<file path="src/pkg/dpc_map.vh">
`ifndef DPC_MAP_VH
`define DPC_MAP_VH
// Summary of operation
// - Two independent 8-bit down counters are provided, each fed by its own 6-bit prescaler.
// - The second prescaler takes the internal or the external clock; the first takes internal only.
// - Each prescaler divides its source by a programmable integer from 1 to 64.
// - Each counter steps down on its prescaler output from a loaded count of 1 to 256.
// - When counter and prescaler both end their count, that timer's own request is raised.
// - Software can start, stop, resume from the current value, or restart from the load value.
// - In single-pass mode a counter halts at zero and does not reload.
// - In continuous mode a counter reloads its initial value at end of count and keeps going.
// - Counters read back at any time without disturbance; prescalers are not readable.
// - The second timer counts internal clock divided by four or the external count pin.
// - The external pin acts as clock, retriggerable trigger, one-shot trigger, or gate.
// - With low-noise set, the divide-by-two stage is bypassed so the timer clock is the crystal.

// Register byte addresses
`define DPC_CTRL_ADDR   8'h00
`define DPC_LOAD0_ADDR  8'h04
`define DPC_LOAD1_ADDR  8'h08
`define DPC_PRE0_ADDR   8'h0c
`define DPC_PRE1_ADDR   8'h10
`define DPC_CNT0_ADDR   8'h14
`define DPC_CNT1_ADDR   8'h18
`define DPC_STAT_ADDR   8'h1c
`define DPC_MASK_ADDR   8'h20

// Control fields
`define DPC_CTRL_RUN0    0
`define DPC_CTRL_RUN1    1
`define DPC_CTRL_LOAD0   2
`define DPC_CTRL_LOAD1   3
`define DPC_CTRL_CONT0   4
`define DPC_CTRL_CONT1   5
`define DPC_CTRL_EXTSRC  6
`define DPC_CTRL_LONOISE 7
`define DPC_CTRL_PMODE   9:8
`define DPC_CTRL_RST     10'h000

// Pin modes
`define DPC_PM_CLOCK  2'h0
`define DPC_PM_GATE   2'h1
`define DPC_PM_TRIG   2'h2
`define DPC_PM_RETRIG 2'h3

// Internal timer tick spacing
`define DPC_XTAL_DIV      2
`define DPC_T1_INT_DIV    4
`define DPC_PRE_RST       6'h00
`endif

</file>
<file path="src/design/dpc_sync.v">
`timescale 1ns/1ps
module dpc_sync (
	input  wire core_clk,
	input  wire rstn,
	input  wire clkEn,
	input  wire pinIn,
	output reg  pinSync
);
	reg stage1_q;

	always @(posedge core_clk) begin
		if (!rstn) begin
			stage1_q <= 1'b0;
			pinSync  <= 1'b0;
		end else if (clkEn) begin
			stage1_q <= pinIn;
			pinSync  <= stage1_q;
		end
	end
endmodule

</file>
<file path="src/design/dpc_timer.v">
`timescale 1ns/1ps
`include "dpc_map.vh"
// One prescaled 8-bit down counter.
module dpc_timer #(
	parameter PRE_W = 6,
	parameter CNT_W = 8
) (
	input  wire             core_clk,
	input  wire             rstn,
	input  wire             clkEn,
	input  wire             tick,
	input  wire             run,
	input  wire             restart,
	input  wire             contMode,
	input  wire [PRE_W-1:0] preLoad,
	input  wire [CNT_W-1:0] cntLoad,
	output reg  [CNT_W-1:0] count_q,
	output reg              active_q,
	output reg              endPulse_q
);
	localparam [PRE_W-1:0] PRE_ONE = {{(PRE_W-1){1'b0}}, 1'b1};

	reg  [PRE_W-1:0] pre_q;
	wire             preEnd = (pre_q == PRE_ONE) ||
	                          (pre_q == {PRE_W{1'b0}} && preLoad == PRE_ONE);

	// Zero in a load field means the full span, 64 or 256
	always @(posedge core_clk) begin
		if (!rstn) begin
			pre_q      <= `DPC_PRE_RST;
			count_q    <= {CNT_W{1'b0}};
			active_q   <= 1'b0;
			endPulse_q <= 1'b0;
		end else if (clkEn) begin
			endPulse_q <= 1'b0;
			if (restart) begin
				pre_q    <= preLoad;
				count_q  <= cntLoad;
				active_q <= 1'b1;
			end else if (run && active_q && tick) begin
				if (preEnd) begin
					pre_q <= preLoad;
					if (count_q == {{(CNT_W-1){1'b0}}, 1'b1}) begin
						endPulse_q <= 1'b1;
						if (contMode)
							count_q <= cntLoad;
						else begin
							count_q  <= {CNT_W{1'b0}};
							active_q <= 1'b0;
						end
					end else
						count_q <= count_q - {{(CNT_W-1){1'b0}}, 1'b1};
				end else
					pre_q <= pre_q - {{(PRE_W-1){1'b0}}, 1'b1};
			end
		end
	end
endmodule

</file>
<file path="src/design/dpc_top.v">
// The register offsets and register access over APB were chosen for this implementation.
`timescale 1ns/1ps
`include "dpc_map.vh"
module dpc_top (
	input  wire        core_clk,
	input  wire        rstn,
	input  wire        clkEn,
	input  wire        psel,
	input  wire        penable,
	input  wire        pwrite,
	input  wire [7:0]  paddr,
	input  wire [31:0] pwdata,
	output reg  [31:0] prdata,
	output reg         pready,
	output reg         pslverr,
	input  wire        externalCountPin,
	output reg         firstCounterRequest,
	output reg         secondCounterRequest,
	output reg         irq
);
	//--------------------------------------------------------------
	// Registers
	//--------------------------------------------------------------
	reg [9:0] ctrl_q;
	reg [7:0] load0_q;
	reg [7:0] load1_q;
	reg [5:0] pre0_q;
	reg [5:0] pre1_q;
	reg [1:0] stat_q;
	reg [1:0] mask_q;
	reg       restart0_q;
	reg       restart1_q;

	wire [7:0] count0;
	wire [7:0] count1;
	wire       active0;
	wire       active1;
	wire       end0;
	wire       end1;
	wire       pinSync;

	wire access = psel && penable;
	wire wrEn   = access && pwrite && pready;

	//--------------------------------------------------------------
	// Internal timer clock
	//--------------------------------------------------------------
	// Crystal is core_clk; divide-by-two is skipped in low-noise mode
	reg       xtalDiv_q;
	reg [1:0] t1Div_q;
	wire      intTick = ctrl_q[`DPC_CTRL_LONOISE] | xtalDiv_q;

	always @(posedge core_clk) begin
		if (!rstn) begin
			xtalDiv_q <= 1'b0;
			t1Div_q   <= 2'h0;
		end else if (clkEn) begin
			xtalDiv_q <= ~xtalDiv_q;
			if (intTick)
				t1Div_q <= t1Div_q + 2'h1;
		end
	end

	wire t1IntTick = intTick && (t1Div_q == 2'h3);

	//--------------------------------------------------------------
	// External pin
	//--------------------------------------------------------------
	dpc_sync uSync (
		.core_clk (core_clk),
		.rstn     (rstn),
		.clkEn    (clkEn),
		.pinIn    (externalCountPin),
		.pinSync  (pinSync)
	);

	reg  pinPrev_q;
	always @(posedge core_clk) begin
		if (!rstn)
			pinPrev_q <= 1'b0;
		else if (clkEn)
			pinPrev_q <= pinSync;
	end
	wire pinRise = pinSync && !pinPrev_q;
	wire [1:0] pmode = ctrl_q[`DPC_CTRL_PMODE];

	// Second timer tick and trigger selection
	reg t1Tick;
	reg t1Trig;
	always @* begin
		t1Tick = t1IntTick;
		t1Trig = 1'b0;
		if (ctrl_q[`DPC_CTRL_EXTSRC]) begin
			case (pmode)
				`DPC_PM_CLOCK:  t1Tick = pinRise;
				`DPC_PM_GATE:   t1Tick = t1IntTick && pinSync;
				`DPC_PM_TRIG:   t1Trig = pinRise && !active1;
				`DPC_PM_RETRIG: t1Trig = pinRise;
				default:        t1Tick = t1IntTick;
			endcase
		end
	end

	// In trigger modes the run bit arms; the pin edge does the restart
	wire trigMode = ctrl_q[`DPC_CTRL_EXTSRC] && pmode[1];

	//--------------------------------------------------------------
	// Timers
	//--------------------------------------------------------------
	dpc_timer uTimer0 (
		.core_clk   (core_clk),
		.rstn       (rstn),
		.clkEn      (clkEn),
		.tick       (t1IntTick),
		.run        (ctrl_q[`DPC_CTRL_RUN0]),
		.restart    (restart0_q),
		.contMode   (ctrl_q[`DPC_CTRL_CONT0]),
		.preLoad    (pre0_q),
		.cntLoad    (load0_q),
		.count_q    (count0),
		.active_q   (active0),
		.endPulse_q (end0)
	);

	dpc_timer uTimer1 (
		.core_clk   (core_clk),
		.rstn       (rstn),
		.clkEn      (clkEn),
		.tick       (t1Tick),
		.run        (ctrl_q[`DPC_CTRL_RUN1]),
		.restart    (restart1_q | (t1Trig && ctrl_q[`DPC_CTRL_RUN1] && trigMode)),
		.contMode   (ctrl_q[`DPC_CTRL_CONT1]),
		.preLoad    (pre1_q),
		.cntLoad    (load1_q),
		.count_q    (count1),
		.active_q   (active1),
		.endPulse_q (end1)
	);

	//--------------------------------------------------------------
	// APB slave
	//--------------------------------------------------------------
	always @(posedge core_clk) begin
		if (!rstn) begin
			ctrl_q     <= `DPC_CTRL_RST;
			load0_q    <= 8'h00;
			load1_q    <= 8'h00;
			pre0_q     <= `DPC_PRE_RST;
			pre1_q     <= `DPC_PRE_RST;
			mask_q     <= 2'h0;
			stat_q     <= 2'h0;
			restart0_q <= 1'b0;
			restart1_q <= 1'b0;
			pready     <= 1'b0;
			pslverr    <= 1'b0;
			prdata     <= 32'h00000000;
		end else if (clkEn) begin
			restart0_q <= 1'b0;
			restart1_q <= 1'b0;
			pready     <= access && !pready;
			pslverr    <= 1'b0;
			if (access && !pready) begin
				prdata <= 32'h00000000;
				case (paddr)
					`DPC_CTRL_ADDR:  prdata <= {22'h000000, ctrl_q};
					`DPC_LOAD0_ADDR: prdata <= {24'h000000, load0_q};
					`DPC_LOAD1_ADDR: prdata <= {24'h000000, load1_q};
					`DPC_PRE0_ADDR:  prdata <= 32'h00000000;
					`DPC_PRE1_ADDR:  prdata <= 32'h00000000;
					`DPC_CNT0_ADDR:  prdata <= {23'h000000, active0, count0};
					`DPC_CNT1_ADDR:  prdata <= {23'h000000, active1, count1};
					`DPC_STAT_ADDR:  prdata <= {30'h00000000, stat_q};
					`DPC_MASK_ADDR:  prdata <= {30'h00000000, mask_q};
					default:         pslverr <= 1'b1;
				endcase
			end
			// Pulse bits: a written one restarts that counter from its load value, except LOAD1 while a trigger mode is set
			if (wrEn) begin
				case (paddr)
					`DPC_CTRL_ADDR: begin
						ctrl_q     <= pwdata[9:0];
						restart0_q <= pwdata[`DPC_CTRL_LOAD0];
						// Judged on the new mode, so entering a trigger mode cannot start it
						restart1_q <= pwdata[`DPC_CTRL_LOAD1] &&
						              !(pwdata[`DPC_CTRL_EXTSRC] && pwdata[9]);
					end
					`DPC_LOAD0_ADDR: load0_q <= pwdata[7:0];
					`DPC_LOAD1_ADDR: load1_q <= pwdata[7:0];
					`DPC_PRE0_ADDR:  pre0_q  <= pwdata[5:0];
					`DPC_PRE1_ADDR:  pre1_q  <= pwdata[5:0];
					`DPC_MASK_ADDR:  mask_q  <= pwdata[1:0];
					default: ;
				endcase
			end
			// Set wins over a write-one clear
			stat_q[0] <= end0 | (stat_q[0] & ~(wrEn && paddr == `DPC_STAT_ADDR && pwdata[0]));
			stat_q[1] <= end1 | (stat_q[1] & ~(wrEn && paddr == `DPC_STAT_ADDR && pwdata[1]));
		end
	end

	//--------------------------------------------------------------
	// Requests
	//--------------------------------------------------------------
	always @(posedge core_clk) begin
		if (!rstn) begin
			firstCounterRequest  <= 1'b0;
			secondCounterRequest <= 1'b0;
			irq                  <= 1'b0;
		end else if (clkEn) begin
			firstCounterRequest  <= end0;
			secondCounterRequest <= end1;
			irq                  <= |(stat_q & mask_q);
		end
	end
endmodule

</file>
<file path="config.mk">
export PLATFORM = sky130hd
export DESIGN_NAME = dpc_top
export DESIGN_NICKNAME = d
export VERILOG_FILES = /design/src/design/dpc_sync.v /design/src/design/dpc_timer.v /design/src/design/dpc_top.v
export VERILOG_INCLUDE_DIRS = /design/src /design/src/pkg
export SDC_FILE = /design/constraint.sdc
export NUM_CORES = 1
export LEC_CHECK = 0
export ABC_AREA = 1
export BUFFER_PORTS_ARGS = -buffer_cell sky130_fd_sc_hd__buf_2
export CORE_MARGIN = 10
export CORE_UTILIZATION = 62
export DETAILED_ROUTE_END_ITERATION = 10
export GPL_ROUTABILITY_DRIVEN = 1
export HOLD_SLACK_MARGIN = 0.15
export PLACE_DENSITY = 0.86
export SLEW_MARGIN = 20
export SYNTH_ARGS = -nofsm -noshare
export SYNTH_HDL_FRONTEND = slang
export SYNTH_HIERARCHICAL = 1
export SYNTH_SLANG_ARGS = --single-unit
</file>
<file path="constraint.sdc">
create_clock -name core_clk -period 3.05 [get_ports core_clk]
set_input_delay 0.1525 -clock core_clk [delete_from_list [all_inputs] [get_ports core_clk]]
set_output_delay 0.1525 -clock core_clk [all_outputs]
set_load 0.03 [all_outputs]
</file>
# Yosys cells after proc, flatten, opt, wreduce, memory -nomap -nowiden
# Cells that the tools add are included.
classes:
  shift: 0
  n_reduce_logical: 54
  multipliers: 0
  eq_ne: 20
  add_sub_neg: 5
  bitwise: 10
  mux: 45
  div_mod_pow: 0
  n_lt_le_gt_ge: 0
op_table:
  columns: ["operator", "count"]
  rows:
  - ["$mux W8", 10]
  - ["$pmux W10 S7", 1]
  - ["$mux W6", 6]
  - ["$eq A8 B5 Y1 const B", 4]
  - ["$mux W1", 26]
  - ["$eq A6 B1 Y1 const B", 4]
  - ["$reduce_and A3 Y1", 8]
  - ["$logic_and A1 B1 Y1", 22]
  - ["$eq A8 B1 Y1 const B", 2]
  - ["$eq A8 B4 Y1 const B", 2]
  - ["$sub A8 B1 Y8 const B", 2]
  - ["$logic_not A6 Y1", 2]
  - ["$reduce_bool A2 Y1", 6]
  - ["$sub A6 B1 Y6 const B", 2]
  - ["$reduce_and A5 Y1", 2]
  - ["$reduce_or A9 Y1", 1]
  - ["$eq A8 B3 Y1 const B", 1]
  - ["$eq A8 B6 Y1 const B", 1]
  - ["$logic_not A8 Y1", 1]
  - ["$reduce_and A2 Y1", 4]
  - ["$eq A2 B2 Y1 const B", 3]
  - ["$logic_not A1 Y1", 4]
  - ["$ne A2 B1 Y1 const B", 2]
  - ["$or A1 B1 Y1", 4]
  - ["9 further kinds", 14]
word_totals:
  out_inout_bits: 37
  mem_bits_ro: 0
  ramBits: 0
  memories: 0
  latch_bits: 0
  elab_cells: 162
  reg_bits: 119
  in_bits: 47

# Longest topological paths before layout
depth:
  depth_word: 10
  mapped_depth: 12
  depth_no_buf: 12

# Cells and area by module
# Netlist, hierarchy kept.
modules_own_cells:
  columns: ["mod", "cells_per_inst", "instances", "area_each_um2", "seq_area_each_um2"]
  rows:
  - ["dpc_top", 426, 1, 2976.6, 1261.2]
  - ["dpc_timer (uTimer0)", 201, 1, 1298.7, 320.3]
  - ["dpc_timer (uTimer1)", 201, 1, 1202.4, 320.3]
  - ["dpc_sync", 12, 1, 80.1, 40.0]

# Worst setup path after synthesis
# Ideal clock, no wire load.
synth_timing:
  path_type: "reg-to-reg"
  from: "register t1Div_q[0]"
  to: "register uTimer1.pre_q[2]"
  path_stages_with_launch: 11
  synth_period_minus_slack_ns: 1.599
  arrival_ns: 1.490
  path_buffers: 1
  slack_ns: 1.451
  cell_sequence: "dfxtp_1 -> ha_1 -> o21a_1 -> a32o_1 -> nand4_1 -> nand2_1 -> buf_2 -> o21ai_0 -> inv_1 -> nand2_1 -> inv_1"
synth_between:
  elab_chain_len: 8
synth_lines:
  columns: ["item", "line", "rtl"]
  rows:
  - ["start, declared", "dpc_top.v:50", "reg [1:0] t1Div_q;"]
  - ["start signal, assigned", "dpc_top.v:60", "t1Div_q <= t1Div_q + 2'h1;"]
  - ["$eq A2 B2 Y1 *", "dpc_top.v:64", "wire t1IntTick = intTick && (t1Div_q == 2'h3);"]
  - ["$logic_and A1 B1 Y1 *", "dpc_top.v:64", null]
  - ["named net t1IntTick", "dpc_top.v:64", null]
  - ["$logic_and A1 B1 Y1", "dpc_top.v:96", "`DPC_PM_GATE: t1Tick = t1IntTick && pinSync;"]
  - ["$pmux W1 S2", "dpc_top.v:94", "case (pmode)"]
  - ["$mux W1 *", "dpc_top.v:93", "if (ctrl_q[`DPC_CTRL_EXTSRC]) begin"]
  - ["named net t1Tick", "dpc_top.v:88", "reg t1Tick;"]
  - ["$logic_and A1 B1 Y1 *", "dpc_timer.v:40", "end else if (run && active_q && tick) begin"]
  - ["$reduce_bool A2 Y1 (no source line) *", null, null]
  - ["$reduce_and A2 Y1 (no source line) *", null, null]
  - ["end signal, assigned", "dpc_timer.v:37", "pre_q <= preLoad;"]
  - ["end signal, assigned", "dpc_timer.v:42", "pre_q <= preLoad;"]
  - ["end signal, assigned", "dpc_timer.v:54", "pre_q <= pre_q - {{(PRE_W-1){1'b0}}, 1'b1};"]
  - ["end, declared", "dpc_timer.v:23", "reg [PRE_W-1:0] pre_q;"]
# The timed path passes the listed nets; every way through them passes the cells marked *.
# A chain may end at the register's enable or synchronous reset.

# Worst setup path after layout
layout_timing:
  from: "register pready"
  to: "register restart1_q"
layout_between:
  elab_chain_len: 2
layout_lines:
  columns: ["item", "line", "rtl"]
  rows:
  - ["start, declared", "dpc_top.v:14", "output reg pready,"]
  - ["start signal, assigned", "dpc_top.v:160", "pready <= access && !pready;"]
  - ["$logic_and A1 B1 Y1", "dpc_top.v:43", "wire wrEn = access && pwrite && pready;"]
  - ["$mux W1", "dpc_top.v:178", "if (wrEn) begin"]
  - ["end signal, assigned", "dpc_top.v:184", "restart1_q <= pwdata[`DPC_CTRL_LOAD1] &&"]
  - ["end, declared", "dpc_top.v:32", "reg restart1_q;"]
# No other way between the ends.

==> impl_metrics.tcl <==
set metrics [dict create \
    async_flop_share_pct 0 \
    post-dp-hpwl_um 10810 \
    crit_path_start_kind "flip-flop" \
    htreeDepth 3 \
    nFillCells 774 \
    r2r_start "pready$_SDFFE_PN0P_" \
    rsz0062_at_grt "false" \
    slew_viol_final 0 \
    rows 34 \
    path_clk_slew_ns 0.11 \
    insertion_delay_ns 0.38 \
    drt_iter0_drc 392 \
    die_width_um 114.7 \
    synth_edf_count 0 \
    required_ns 3.36 \
    clockBufferDepth 2 \
    p_leak_nw 2.732 \
    hold_class "primary input to flip-flop" \
    clock_sink_count 97 \
    cap_violations 0 \
    post_cts_buffers 0 \
    yosysMostFrequentCell "nand2_1" \
    fmax_mhz 465.9 \
    grt_usage_pct 22.32 \
    wirelength_um 14570 \
    grt_max_degree 46 \
    routabilityCongestion 0.9227 \
    seq_area_frac_synth_pct 34.94 \
    initial_utilization_pct 63.73 \
    port_buffers 39 \
    root_buffer "clkbuf_8" \
    drc_errors 0 \
    synth-seq-cells 97 \
    total_power_mw 2.360 \
    fin_crit_ns 2.146 \
    syn_to_final_growth_pct 8.667 \
    worst-r2r-cell-count 7 \
    cp_data_arrival_time_ns 2.45 \
    core_um2 8721 \
    wl_per_cell_um 14.63 \
    yosys.area.top_type "dfxtp_1" \
    cts_buffers 9 \
    synth_ff_type "dfxtp_1" \
    hold_path_depth 3 \
    pin_count 84 \
    antenna_cells 0 \
    cts_resized 0 \
    synth_top_area_share_pct 34.94 \
    setup_violations 0 \
    ys_types 43 \
    cts_tree "done" \
    worst_pin_slew_ns 0.7128 \
    yosys_warnings 6 \
    grt_pass1_wl_um 24160 \
    worst-setup-path-type "flip-flop to flip-flop" \
    critical_path_peak_fanout 11 \
    dieArea_um2 13150 \
    ys_top_cells_by_area "dfxtp_1 35%, nand2_1 14%, nor2_1 8.4%" \
    synth_area_per_cell_um2 6.616 \
    ys_top_cells_by_count "203 x nand2_1, 125 x nor2_1, 97 x dfxtp_1" \
    netlist_area_um2 5558 \
    antenna_found_initial 0 \
    hold_violations 0 \
    final_nets 940 \
    via_per_inst 5.485 \
    gr-total-overflow 0 \
    reg2reg_slack_ns 0.90 \
    finalCritPeriodShare_pct 70.37 \
    die_h_um 114.7 \
    powerDensity_nw_per_um2 390.7 \
    status "complete, no violations" \
    antenna_left 0 \
    vias 5463 \
    dr.pass1.iters 6 \
    grt_pass1_vias 5259 \
    fin_setup_tns_ns 0 \
    fin_worst_skew_ns 0.01589 \
    cp-end-kind "flip-flop" \
    ir_drop_mv 0.3124 \
    final_util_pct 69.25 \
    min_from "pwdata[5]" \
    drive_gt1_share_pct 12.61 \
    r2r_end "restart1_q$_SDFFE_PN0P_" \
    slew-limit-headroom_pct 52.48 \
    hold_path_end "pre1_q[5]$_SDFFE_PN0P_" \
    postSynthCellCount 840 \
]
==> routing by layer <==
metal	GRT usage (%)	routed length, um	up-vias
met5	0	0	-
met4	10.36	419	0
met3	5.136	1144	42
met2	39.22	7235	221
met1	24.83	5769	2474
li1	-	-	2726
==> metrics by stage <==
stage / std cells / setup slack, ns / instance area, um^2 / hold slack [ns]
floorplan: 861 / 1.451 / 5637 / 0.2729
global placement: 969 / 1.175 / 5713 / 0.4225
detailed placement: 969 / 1.107 / 5713 / 0.4509
CTS: 996 / 0.9231 / 6040 / 0.1608
global route: 996 / 0.7210 / 6040 / 0.1853
finish: 996 / 0.9037 / 6040 / 0.1895
==> power breakdown <==
group / switching [mW] / leakage, nW / internal (mW) / total, mW
clock: 0.492 / 0.112 / 0.422 / 0.915
sequential: 0.00527 / 0.783 / 1.27 / 1.28
combinational: 0.125 / 1.84 / 0.0409 / 0.166
==> cells by family (layout without fill, tap and decap cells) <==
kind of cell	after synthesis	count (layout)	share of synthesized area, %
AOI/OAI and AO/OA	141	141	13.51
other	1	22	0.06747
and+or+nand+nor	453	453	36.29
buffers and inverters	128	155	11.37
DFF	97	97	34.94
adders and majority gates	10	10	2.251
xor gates and xnor gates	10	10	1.576
==> repair_timing <==
action                                 in CTS  in global routing
setup endpoints to repair                   0                  0
hold buffers                               11                  0
endpoints found under the hold margin      18                  0
==> critical path, stage by stage, from the launching register on <==
cell           delay [ns]
dfxtp_1              0.38
nand2_1              0.10
nor3_4               0.34
nand2_2              0.25
inv_2                0.26
nand3_2              0.08
dlygate4sd3_1        0.55
a21oi_1              0.11
==> layout make-up <==
type / instances / area [um^2] / share of cell area [%]
clock buffers: 10 / 137.6 / 2.279
repair buffers: 51 / 312.8 / 5.179
clock inverters: 6 / 78.83 / 1.305
multi-input cells: 636 / 3063 / 50.71
flip-flops and latches: 97 / 1942 / 32.15
inverters: 88 / 370.4 / 6.132
well taps: 108 / 135.1 / 2.237
==> sequential cells by signal (all words and copies together) (netlist names), 6 cells and up <==
name / flops
ctrl_q: 10
pre1_q: 6
pre0_q: 6
uTimer0/pre_q: 6
uTimer0/count_q: 8
load1_q: 8
uTimer1/count_q: 8
prdata: 10
uTimer1/pre_q: 6
load0_q: 8
==> placed cells by master, fill, tap and decap left out, types with 9 or more instances in the layout <==
cell           count
nor2_1           125
buf_2             39
conb_1            22
o21ai_1            9
inv_1             77
ha_1              10
a21oi_1           54
nand2_1          203
dfxtp_1           97
nand3_1           74
dlygate4sd3_1     11
nand2_2           15
clkbuf_8          10
o21ai_0           65
==> worst max path at each step <==
stage	startpoint	end	slack [ns]	cells past startpoint
after floorplan	t1Div_q[0]$_SDFFE_PN0P_	uTimer1/pre_q[2]$_SDFFE_PN0P_	1.45	10
after global placement	t1Div_q[0]$_SDFFE_PN0P_	uTimer1/count_q[1]$_SDFFE_PN0P_	1.17	9
after detailed placement	t1Div_q[0]$_SDFFE_PN0P_	uTimer1/count_q[5]$_SDFFE_PN0P_	1.11	9
after CTS	pready$_SDFFE_PN0P_	restart1_q$_SDFFE_PN0P_	0.92	7
after global routing	pready$_SDFFE_PN0P_	restart1_q$_SDFFE_PN0P_	0.72	7
final	pready$_SDFFE_PN0P_	restart1_q$_SDFFE_PN0P_	0.90	7
Power figures use the tool's default switching activity.
